### config.mk
export PLATFORM = sky130hd
export DESIGN_NAME = timestamped_event_capture
export DESIGN_NICKNAME = d
export VERILOG_FILES = /design/src/event_capture_pkg.sv /design/src/timestamped_event_capture.sv
export VERILOG_INCLUDE_DIRS = /design/src /design/src/src
export SDC_FILE = /design/constraint.sdc
export NUM_CORES = 1
export LEC_CHECK = 0
export ABC_CLOCK_PERIOD_IN_PS = 5600
export BUFFER_PORTS_ARGS = -buffer_cell sky130_fd_sc_hd__clkbuf_2
export CORE_AREA = 2 2 150 152
export CTS_CLUSTER_SIZE = 20
export DETAILED_ROUTE_END_ITERATION = 10
export DIE_AREA = 0 0 152 154
export PLACE_DENSITY = 0.8
export SYNTH_ARGS = -nofsm -noshare
export SYNTH_HDL_FRONTEND = slang
export SYNTH_SLANG_ARGS = --single-unit
### constraint.sdc
create_clock -name CLK -period 5.6 [get_ports CLK]
set_clock_uncertainty 0.2 [all_clocks]
set_input_delay 0.28 -clock CLK [delete_from_list [all_inputs] [get_ports CLK]]
set_output_delay 0.28 -clock CLK [all_outputs]
set_load 0.05 [all_outputs]
### src/event_capture_consts.svh
// Constants of the timestamped event capture unit: offsets, fields, reset values and timing counts.
`ifndef EVENT_CAPTURE_CONSTS_SVH
`define EVENT_CAPTURE_CONSTS_SVH

// ****************************************
// Register indices and address width
// ****************************************
`define IDX_EDGE_SELECT_MODE 8'h03
`define IDX_IO_CONTROL_FIRST 8'h15
`define IDX_IO_CONTROL_SECOND 8'h16
`define IDX_EVENT_TIME_WORD 8'h04
`define IDX_EVENT_FLAGS_BYTE 8'h06
`define IDX_CAPTURE_TIMEBASE 8'h0a
`define IDX_INT_STATUS 8'h08
`define IDX_INT_MASK 8'h09
`define IDX_PIN_LEVELS 8'h0b
`define ADDR_W 12

// ****************************************
// Field layouts
// ****************************************
`define MODE_EVERY_EIGHTH 2'h0
`define MODE_RISING 2'h1
`define MODE_FALLING 2'h2
`define MODE_BOTH 2'h3
`define IOC2_FIFO_LEVEL_BIT 0
`define INT_OVERFLOW_BIT 0
`define INT_FIFO_BIT 1
`define INT_LOST_BIT 2
`define INT_W 3

// ****************************************
// Reset values
// ****************************************
`define RESET_MODE 8'h00
`define RESET_IOC 8'h00
`define RESET_MASK 3'h0

// ****************************************
// Timing, depth and response codes
// ****************************************
`define STATE_TIME_NS 20
`define PRESCALE_STATES 8
`define PRESCALE_CYCLES (`PRESCALE_STATES * `STATE_TIME_NS / 20)
`define FIFO_DEPTH 8
`define FIFO_NEAR_FULL 7
`define RESP_OKAY 2'h0
`define RESP_DECERR 2'h3

`endif

### src/event_capture_pkg.sv
// Types shared by the timestamped event capture unit.
package event_capture_pkg;

    // One stored event: four change bits and the timebase value.
    typedef struct packed {
        logic [3:0] change;
        logic [15:0] stamp;
    } fifo_entry_t;

    // Read response state of the bus slave.
    typedef enum logic [1:0] {
        RD_IDLE,
        RD_RESP
    } rd_state_t;

endpackage

### src/timestamped_event_capture.sv
// Four-pin timestamped event capture unit with an AXI4-Lite register slave.
//
// Contract
// - Two-bit mode per input selects edges.
// - Edge-select mode register at location 3.
// - First control register at 15H disconnects inputs.
// - Disconnected inputs remain readable; two feed outputs.
// - Selected change pushes change mask plus time.
// - Timebase increments every eight state times.
// - Timebase clears at reset, read-only, free running.
// - Timebase rollover sets flag and interrupts.
// - Eight-entry, twenty-bit event FIFO.
// - Reading holding register advances next oldest.
// - FIFO interrupt at one or seven entries.
// - Time word and status byte separate registers.
// - Status upper bits show live pin levels.
// - Time read pops; status read harmless.
// - Bit zero connects first input to FIFO.
//
// The AXI4-Lite register port was chosen for this implementation.
`include "event_capture_consts.svh"
module timestamped_event_capture (
    // Clock, reset and enable.
    input wire logic CLK,
    input wire logic RST_N,
    input wire logic CE,
    // Event pins.
    input wire logic [3:0] EVENT_INPUT,
    output logic [1:0] SCHEDULED_OUTPUT_INPUTS,
    output logic IRQ,
    // AXI4-Lite write address and data.
    input wire logic [`ADDR_W-1:0] AWADDR,
    input wire logic AWVALID,
    output logic AWREADY,
    input wire logic [31:0] WDATA,
    input wire logic [3:0] WSTRB,
    input wire logic WVALID,
    output logic WREADY,
    // AXI4-Lite write response.
    output logic [1:0] BRESP,
    output logic BVALID,
    input wire logic BREADY,
    // AXI4-Lite read.
    input wire logic [`ADDR_W-1:0] ARADDR,
    input wire logic ARVALID,
    output logic ARREADY,
    output logic [31:0] RDATA,
    output logic [1:0] RRESP,
    output logic RVALID,
    input wire logic RREADY
);

    // ****************************************
    // Declarations
    // ****************************************
    logic [7:0] mode_reg;
    logic [7:0] ioc_first_reg;
    logic [7:0] ioc_second_reg;
    logic [`INT_W-1:0] int_status_reg;
    logic [`INT_W-1:0] int_mask_reg;
    logic [15:0] timebase_reg;
    logic [2:0] prescale_reg;
    logic [3:0] pin_prev_reg;
    logic [2:0] eighth_cnt_reg [3:0];
    event_capture_pkg::fifo_entry_t fifo_mem [`FIFO_DEPTH-1:0];
    logic [3:0] fifo_count_reg;
    logic [3:0] change;
    logic push;
    logic pop;
    logic tick;
    logic rollover;
    logic aw_held_reg;
    logic w_held_reg;
    logic [`ADDR_W-1:0] aw_addr_reg;
    logic [31:0] w_data_reg;
    logic [3:0] w_strb_reg;
    logic wr_fire;
    logic [7:0] wr_idx;
    logic wr_hit;
    event_capture_pkg::rd_state_t rd_state_reg;
    logic [7:0] rd_idx;
    logic [31:0] rd_data_next;
    logic rd_hit_next;
    logic fifo_irq_cond;

    // ****************************************
    // Timebase
    // ****************************************

    // Prescaler gives one tick per eight state times of 20 ns each.
    assign tick = (prescale_reg == 3'(`PRESCALE_CYCLES - 1));
    assign rollover = tick && (timebase_reg == 16'hffff);

    always_ff @(posedge CLK)
    begin
        if (!RST_N)
            prescale_reg <= 3'h0;
        else if (CE)
            prescale_reg <= tick ? 3'h0 : prescale_reg + 3'h1;
    end

    // Free running counter; bus writes never reach it.
    always_ff @(posedge CLK)
    begin
        if (!RST_N)
            timebase_reg <= 16'h0000;
        else if (CE && tick)
            timebase_reg <= timebase_reg + 16'h0001;
    end

    // ****************************************
    // Edge detection
    // ****************************************

    // Pins are taken as synchronous; the previous sample gives the edge.
    always_ff @(posedge CLK)
    begin
        if (!RST_N)
            pin_prev_reg <= 4'h0;
        else if (CE)
            pin_prev_reg <= EVENT_INPUT;
    end

    // Per-pin qualification; disconnected pins record nothing but stay readable.
    genvar g;
    generate
        for (g = 0; g < 4; g++)
        begin : pin_gen
            logic rise;
            logic fall;
            logic [1:0] m;
            assign rise = EVENT_INPUT[g] && !pin_prev_reg[g];
            assign fall = !EVENT_INPUT[g] && pin_prev_reg[g];
            assign m = mode_reg[2*g +: 2];

            // Counts rising edges in every-eighth mode; the eighth is recorded.
            always_ff @(posedge CLK)
            begin
                if (!RST_N)
                    eighth_cnt_reg[g] <= 3'h0;
                else if (CE && rise && ioc_first_reg[g] && m == `MODE_EVERY_EIGHTH)
                    eighth_cnt_reg[g] <= eighth_cnt_reg[g] + 3'h1;
            end

            always_comb
            begin
                change[g] = 1'b0;
                if (ioc_first_reg[g])
                begin
                    case (m)
                        `MODE_EVERY_EIGHTH: change[g] = rise && (eighth_cnt_reg[g] == 3'h7);
                        `MODE_RISING: change[g] = rise;
                        `MODE_FALLING: change[g] = fall;
                        default: change[g] = rise || fall;
                    endcase
                end
            end
        end
    endgenerate

    // Third and fourth pins go to the output unit once disconnected.
    always_ff @(posedge CLK)
    begin
        if (!RST_N)
            SCHEDULED_OUTPUT_INPUTS <= 2'h0;
        else if (CE)
            SCHEDULED_OUTPUT_INPUTS <= EVENT_INPUT[3:2] & ~ioc_first_reg[3:2];
    end

    // ****************************************
    // Event FIFO
    // ****************************************

    // Entry 0 is the holding register; a full FIFO drops new events.
    assign push = (change != 4'h0) && (fifo_count_reg != 4'(`FIFO_DEPTH));

    always_ff @(posedge CLK)
    begin
        if (!RST_N)
            fifo_count_reg <= 4'h0;
        else if (CE)
            fifo_count_reg <= fifo_count_reg + 4'(push) - 4'(pop);
    end

    // Shift on pop so the next oldest falls into the holding slot.
    always_ff @(posedge CLK)
    begin
        if (!RST_N)
        begin
            for (int i = 0; i < `FIFO_DEPTH; i++)
                fifo_mem[i] <= '0;
        end
        else if (CE)
        begin
            for (int i = 0; i < `FIFO_DEPTH; i++)
            begin
                if (push && (32'(fifo_count_reg) - 32'(pop)) == i)
                    fifo_mem[i] <= '{change: change, stamp: timebase_reg};
                else if (pop)
                    fifo_mem[i] <= (i == `FIFO_DEPTH - 1) ? '0 : fifo_mem[i + 1];
            end
        end
    end

    // ****************************************
    // Interrupts
    // ****************************************
    assign fifo_irq_cond = ioc_second_reg[`IOC2_FIFO_LEVEL_BIT] ?
        (fifo_count_reg >= 4'(`FIFO_NEAR_FULL)) : (fifo_count_reg != 4'h0);

    // Set wins over a same-cycle write-one clear.
    always_ff @(posedge CLK)
    begin
        if (!RST_N)
            int_status_reg <= '0;
        else if (CE)
        begin
            int_status_reg <= (int_status_reg & ~((wr_hit && wr_idx == `IDX_INT_STATUS) ?
                w_data_reg[`INT_W-1:0] : 3'h0))
                | {(change != 4'h0) && !push, fifo_irq_cond, rollover};
        end
    end

    always_ff @(posedge CLK)
    begin
        if (!RST_N)
            IRQ <= 1'b0;
        else if (CE)
            IRQ <= |(int_status_reg & int_mask_reg);
    end

    // ****************************************
    // AXI4-Lite write path
    // ****************************************
    assign AWREADY = !aw_held_reg && !BVALID;
    assign WREADY = !w_held_reg && !BVALID;
    assign wr_fire = aw_held_reg && w_held_reg && !BVALID;
    assign wr_idx = aw_addr_reg[9:2];
    assign wr_hit = CE && wr_fire && w_strb_reg[0] && (aw_addr_reg[`ADDR_W-1:10] == '0);

    // Address and data are caught in either order.
    always_ff @(posedge CLK)
    begin
        if (!RST_N)
        begin
            aw_held_reg <= 1'b0;
            w_held_reg <= 1'b0;
            aw_addr_reg <= '0;
            w_data_reg <= 32'h0;
            w_strb_reg <= 4'h0;
        end
        else if (CE)
        begin
            if (AWVALID && AWREADY)
            begin
                aw_held_reg <= 1'b1;
                aw_addr_reg <= AWADDR;
            end
            else if (wr_fire)
                aw_held_reg <= 1'b0;
            if (WVALID && WREADY)
            begin
                w_held_reg <= 1'b1;
                w_data_reg <= WDATA;
                w_strb_reg <= WSTRB;
            end
            else if (wr_fire)
                w_held_reg <= 1'b0;
        end
    end

    // Writable control; unmapped writes answer DECERR.
    always_ff @(posedge CLK)
    begin
        if (!RST_N)
        begin
            mode_reg <= `RESET_MODE;
            ioc_first_reg <= `RESET_IOC;
            ioc_second_reg <= `RESET_IOC;
            int_mask_reg <= `RESET_MASK;
        end
        else if (wr_hit)
        begin
            if (wr_idx == `IDX_EDGE_SELECT_MODE)
                mode_reg <= w_data_reg[7:0];
            else if (wr_idx == `IDX_IO_CONTROL_FIRST)
                ioc_first_reg <= w_data_reg[7:0];
            else if (wr_idx == `IDX_IO_CONTROL_SECOND)
                ioc_second_reg <= w_data_reg[7:0];
            else if (wr_idx == `IDX_INT_MASK)
                int_mask_reg <= w_data_reg[`INT_W-1:0];
        end
    end

    always_ff @(posedge CLK)
    begin
        if (!RST_N)
        begin
            BVALID <= 1'b0;
            BRESP <= `RESP_OKAY;
        end
        else if (CE)
        begin
            if (wr_fire)
            begin
                BVALID <= 1'b1;
                BRESP <= (aw_addr_reg[9:2] == `IDX_EDGE_SELECT_MODE || aw_addr_reg[9:2] == `IDX_IO_CONTROL_FIRST ||
                    aw_addr_reg[9:2] == `IDX_IO_CONTROL_SECOND || aw_addr_reg[9:2] == `IDX_INT_MASK ||
                    aw_addr_reg[9:2] == `IDX_INT_STATUS || aw_addr_reg[9:2] == `IDX_CAPTURE_TIMEBASE)
                    && aw_addr_reg[`ADDR_W-1:10] == '0 ? `RESP_OKAY : `RESP_DECERR;
            end
            else if (BREADY)
                BVALID <= 1'b0;
        end
    end

    // ****************************************
    // AXI4-Lite read path
    // ****************************************
    assign ARREADY = (rd_state_reg == event_capture_pkg::RD_IDLE);
    assign rd_idx = ARADDR[9:2];
    assign pop = CE && ARVALID && ARREADY && rd_hit_next && rd_idx == `IDX_EVENT_TIME_WORD
        && fifo_count_reg != 4'h0;

    // Read mux; status byte keeps live pins in its upper nibble.
    always_comb
    begin
        rd_data_next = 32'h0;
        rd_hit_next = (ARADDR[`ADDR_W-1:10] == '0);
        if (rd_idx == `IDX_EVENT_TIME_WORD)
            rd_data_next = {16'h0, fifo_mem[0].stamp};
        else if (rd_idx == `IDX_EVENT_FLAGS_BYTE)
            rd_data_next = {24'h0, EVENT_INPUT, fifo_mem[0].change};
        else if (rd_idx == `IDX_CAPTURE_TIMEBASE)
            rd_data_next = {16'h0, timebase_reg};
        else if (rd_idx == `IDX_INT_STATUS)
            rd_data_next = {29'h0, int_status_reg};
        else if (rd_idx == `IDX_INT_MASK)
            rd_data_next = {29'h0, int_mask_reg};
        else if (rd_idx == `IDX_IO_CONTROL_SECOND)
            rd_data_next = {24'h0, ioc_second_reg};
        else if (rd_idx == `IDX_PIN_LEVELS)
            rd_data_next = {28'h0, EVENT_INPUT};
        else
            rd_hit_next = 1'b0;
    end

    always_ff @(posedge CLK)
    begin
        if (!RST_N)
        begin
            rd_state_reg <= event_capture_pkg::RD_IDLE;
            RVALID <= 1'b0;
            RDATA <= 32'h0;
            RRESP <= `RESP_OKAY;
        end
        else if (CE)
        begin
            case (rd_state_reg)
                event_capture_pkg::RD_IDLE:
                begin
                    if (ARVALID)
                    begin
                        rd_state_reg <= event_capture_pkg::RD_RESP;
                        RVALID <= 1'b1;
                        RDATA <= rd_hit_next ? rd_data_next : 32'h0;
                        RRESP <= rd_hit_next ? `RESP_OKAY : `RESP_DECERR;
                    end
                end
                default:
                begin
                    if (RREADY)
                    begin
                        rd_state_reg <= event_capture_pkg::RD_IDLE;
                        RVALID <= 1'b0;
                    end
                end
            endcase
        end
    end

endmodule

==> results.json <==
{
  "nNetsFinal": 1376,
  "arrival_ns": 4.81,
  "hpwl_mm": 18.0,
  "fin_crit_sh": 0.824,
  "power_w": 0.00423,
  "ios": 116,
  "finalHoldViolCount": 0,
  "fin_crit_ns": 4.62,
  "drt_iter0_markers": 824,
  "rows": 54,
  "crit_type": "flop to flop",
  "synthArstFlopShare": 0,
  "cts_tree": "built",
  "area_delta_synth_final_pct": 11.9,
  "die_h_um": 154,
  "synth-main-ff-cell": "edfxtp_1",
  "synth_commonest_cells": "221 x nand2_1, 172 x edfxtp_1, 97 x dfxtp_1, 92 x mux2i_1, 87 x nor2_1",
  "cts_buffers": 28,
  "synthCells": 1227,
  "layout.cells.non_filler": 1575,
  "critical_path_required_ns": 5.79,
  "cp-start-kind": "flop",
  "cpMostUsedCell": "ha_1",
  "wirelength_mm": 27.3,
  "p_switching_w": 0.000965,
  "die_area_mm2": 0.0234,
  "seqPwrFrac": 0.519,
  "internal-power_w": 0.00326,
  "h-tree-depth": 1,
  "crit_start": "fifo_count_reg[2]",
  "drcViolationCount": 0,
  "worst_slew_pin_slew_ns": 1.15,
  "grt_pass1_vias": 9061,
  "dr.pass1.iters": 5,
  "hp-class": "primary input to flop",
  "netlist_area_mm2": 0.0130,
  "grt_max_degree": 67,
  "grt.met2_usage": 0.401,
  "endpoint": "fifo_mem[0][39]",
  "grt.overflow.total": 0,
  "ys_types": 63,
  "clockRootBuffer": "clkbuf_16",
  "cts_setup_buffers": 0,
  "power_density_mw_per_mm2": 292,
  "cts_resized": 0,
  "crit_path_cell_trace": "inv_1, ha_1, or3b_2, nand3_1, a211oi_4, buf_4, ha_1, a21o_1, a22oi_1, o21ai_0, nor3_2, a32o_1",
  "comb_power_share": 0.058,
  "drive_gt1_frac": 0.137,
  "clk_pin_slew_ns": 0.06,
  "yosysMostFrequentCell": "nand2_1",
  "ir_worst_vdd_v": 0.000193,
  "worstPathMaxFanout": 20,
  "rsz0062_at_grt": "no",
  "grt-busiest-layer": "met2",
  "gr-usage-met1": 0.311,
  "r2r_cells": 12,
  "die_w_um": 152,
  "gp_congestion": 0.899,
  "r2r_slack_ns": 0.98,
  "slew_headroom": 0.229,
  "r2r_start": "fifo_count_reg[2]",
  "yosys.area.top_type": "edfxtp_1",
  "cts.path.max_buffers": 3,
  "fin_area_mm2": 0.0145,
  "synth_edf_count": 172,
  "dpl.cell_count": 1499,
  "ys_seq_elements": 269,
  "antenna_found_initial": 0,
  "slew_viol_final": 0,
  "syn_avg_cell_area_um2": 10.6,
  "cap_violations": 0,
  "multi_input_area_mm2": 0.00536,
  "max_stage_delay_ns": 1.01,
  "coreArea_mm2": 0.0217,
  "wire_per_inst_um": 17.3,
  "use_met3": 0.0386,
  "clock_latency_ns": 0.54,
  "crit_slowest_cell": "nor3_2",
  "timing.rr.end": "fifo_mem[0][39]",
  "clkSinkCount": 269,
  "place_area_mm2": 0.0134,
  "power_frac_clock": 0.424,
  "swShare": 0.228,
  "hold_start": "ARVALID",
  "antennaDiodeCount": 0,
  "critPathCaptureType": "flop",
  "synth_top_cells_by_area": "edfxtp_1 40%, dfxtp_1 15%, mux2i_1 7.1%",
  "final.setup.tns_ns": 0,
  "yosysSeqAreaShare": 0.548,
  "final_util": 0.669,
  "setup_viol_count_final": 0,
  "port_buffers": 68,
  "initial_core_util": 0.598,
  "vias": 9346,
  "ant_nets": 0,
  "seqCellArea_mm2": 0.00711,
  "fillers": 1551,
  "largest_register_ffs": 160,
  "routed_via_density": 5.93,
  "yosys_warnings": 0,
  "status": "finished, final reports clean",
  "grt_usage": 0.236,
  "fmax_ghz": 0.217,
  "synth_top_area_frac": 0.399,
  "p_leak_nw": 5.02,
  "grt_pass1_wl_mm": 45.7
}
==> cell usage in the layout (no fill, tap or decap), types with 5 or more instances in the layout <==
cell / synthesis / layout
a21oi_1: 51 / 49
a221oi_1: 5 / 5
a222oi_1: 9 / 9
a22oi_1: 6 / 6
a32o_1: 41 / 41
and3_1: 13 / 13
buf_4: 22 / 16
clkbuf_1: 72 / 9
clkbuf_16: 0 / 30
clkbuf_2: 0 / 68
conb_1: 1 / 16
dfxtp_1: 97 / 97
dlygate4sd3_1: 0 / 25
edfxtp_1: 172 / 172
ha_1: 29 / 29
inv_1: 21 / 20
mux2i_1: 92 / 92
nand2_1: 221 / 221
nand2b_1: 18 / 18
nand3_1: 52 / 52
nand3b_1: 11 / 11
nand4_1: 7 / 7
nor2_1: 87 / 87
nor2b_1: 13 / 13
nor2b_2: 16 / 16
nor3_1: 12 / 10
nor3_2: 7 / 8
o211ai_1: 6 / 6
o21ai_0: 23 / 21
o21ai_1: 22 / 24
o22ai_1: 5 / 5
or3_1: 5 / 5
xnor2_1: 7 / 7
xor2_1: 9 / 9
==> routing by layer <==
layer	wire length, µm	vias up	share of wire
met5	0	-	0
met4	768	0	0.028
met3	1950	61	0.071
met2	13200	344	0.48
met1	11400	4444	0.42
li1	-	4497	-
==> critical path, delay by kind of cell, from the launching register on <==
family	cells	cell delay (ns)
compound gates	5	1.35
flops	1	0.37
fa+ha+maj	2	0.41
simple gates	3	1.76
buf+inv	2	0.38
==> per-stage QoR <==
stage / hold WS (ns) / worst slack, ns
floorplan: 0.216 / 0.648
global placement: 0.242 / 1.02
detailed placement: 0.251 / 0.917
CTS: 0.0394 / 0.978
global route: 0.0905 / 0.665
finish: 0.0608 / 0.984
==> power by group through the flow <==
| stage | clock network [W] | logic [W] | registers, W |
|---|---|---|---|
| 2_1_floorplan | 0 | 0.000169 | 0.00223 |
| 3_3_place_gp | 0 | 0.000221 | 0.00223 |
| 3_5_place_dp | 0 | 0.000226 | 0.00223 |
| 4_1_cts | 0.00181 | 0.000243 | 0.00219 |
| 5_1_grt | 0.00189 | 0.000268 | 0.00220 |
| 6_report | 0.00179 | 0.000245 | 0.00219 |
==> worst min-delay path by stage <==
stage / end / cells after the start
final: RVALID / 4
after global placement: aw_addr_reg[10] / 2
after floorplan: aw_addr_reg[10] / 2
after global routing: RVALID / 4
after CTS: RVALID / 4
after detailed placement: aw_addr_reg[8] / 2
==> kinds of logic after synthesis <==
logic type                 after synthesis  share of synthesized area
and+or+nand+nor                        484                      0.179
buffers and inverters                  128                     0.0459
other                                    1                   0.000289
muxes                                   92                     0.0711
xor gates and xnor gates                16                     0.0108
AOI/OAI and AO/OA                      207                      0.115
adders and majority gates               30                     0.0295
DFF                                    269                      0.548
==> layout make-up <==
| class | count | area share |
|---|---|---|
| Multi-Input combinational cell | 845 | 0.369 |
| Timing Repair Buffer | 109 | 0.0490 |
| Clock inverter | 9 | 0.00535 |
| Inverter | 21 | 0.00543 |
| Sequential cell | 269 | 0.490 |
| Tap cell | 280 | 0.0241 |
| Clock buffer | 42 | 0.0569 |
==> what timing repair did <==
action | 4_1_cts | 5_1_grt
setup endpoints to repair | 0 | 0
hold endpoints to repair | 27 | 0
hold buffers | 25 | 0
Note: power is estimated with default switching activity, not from simulation.
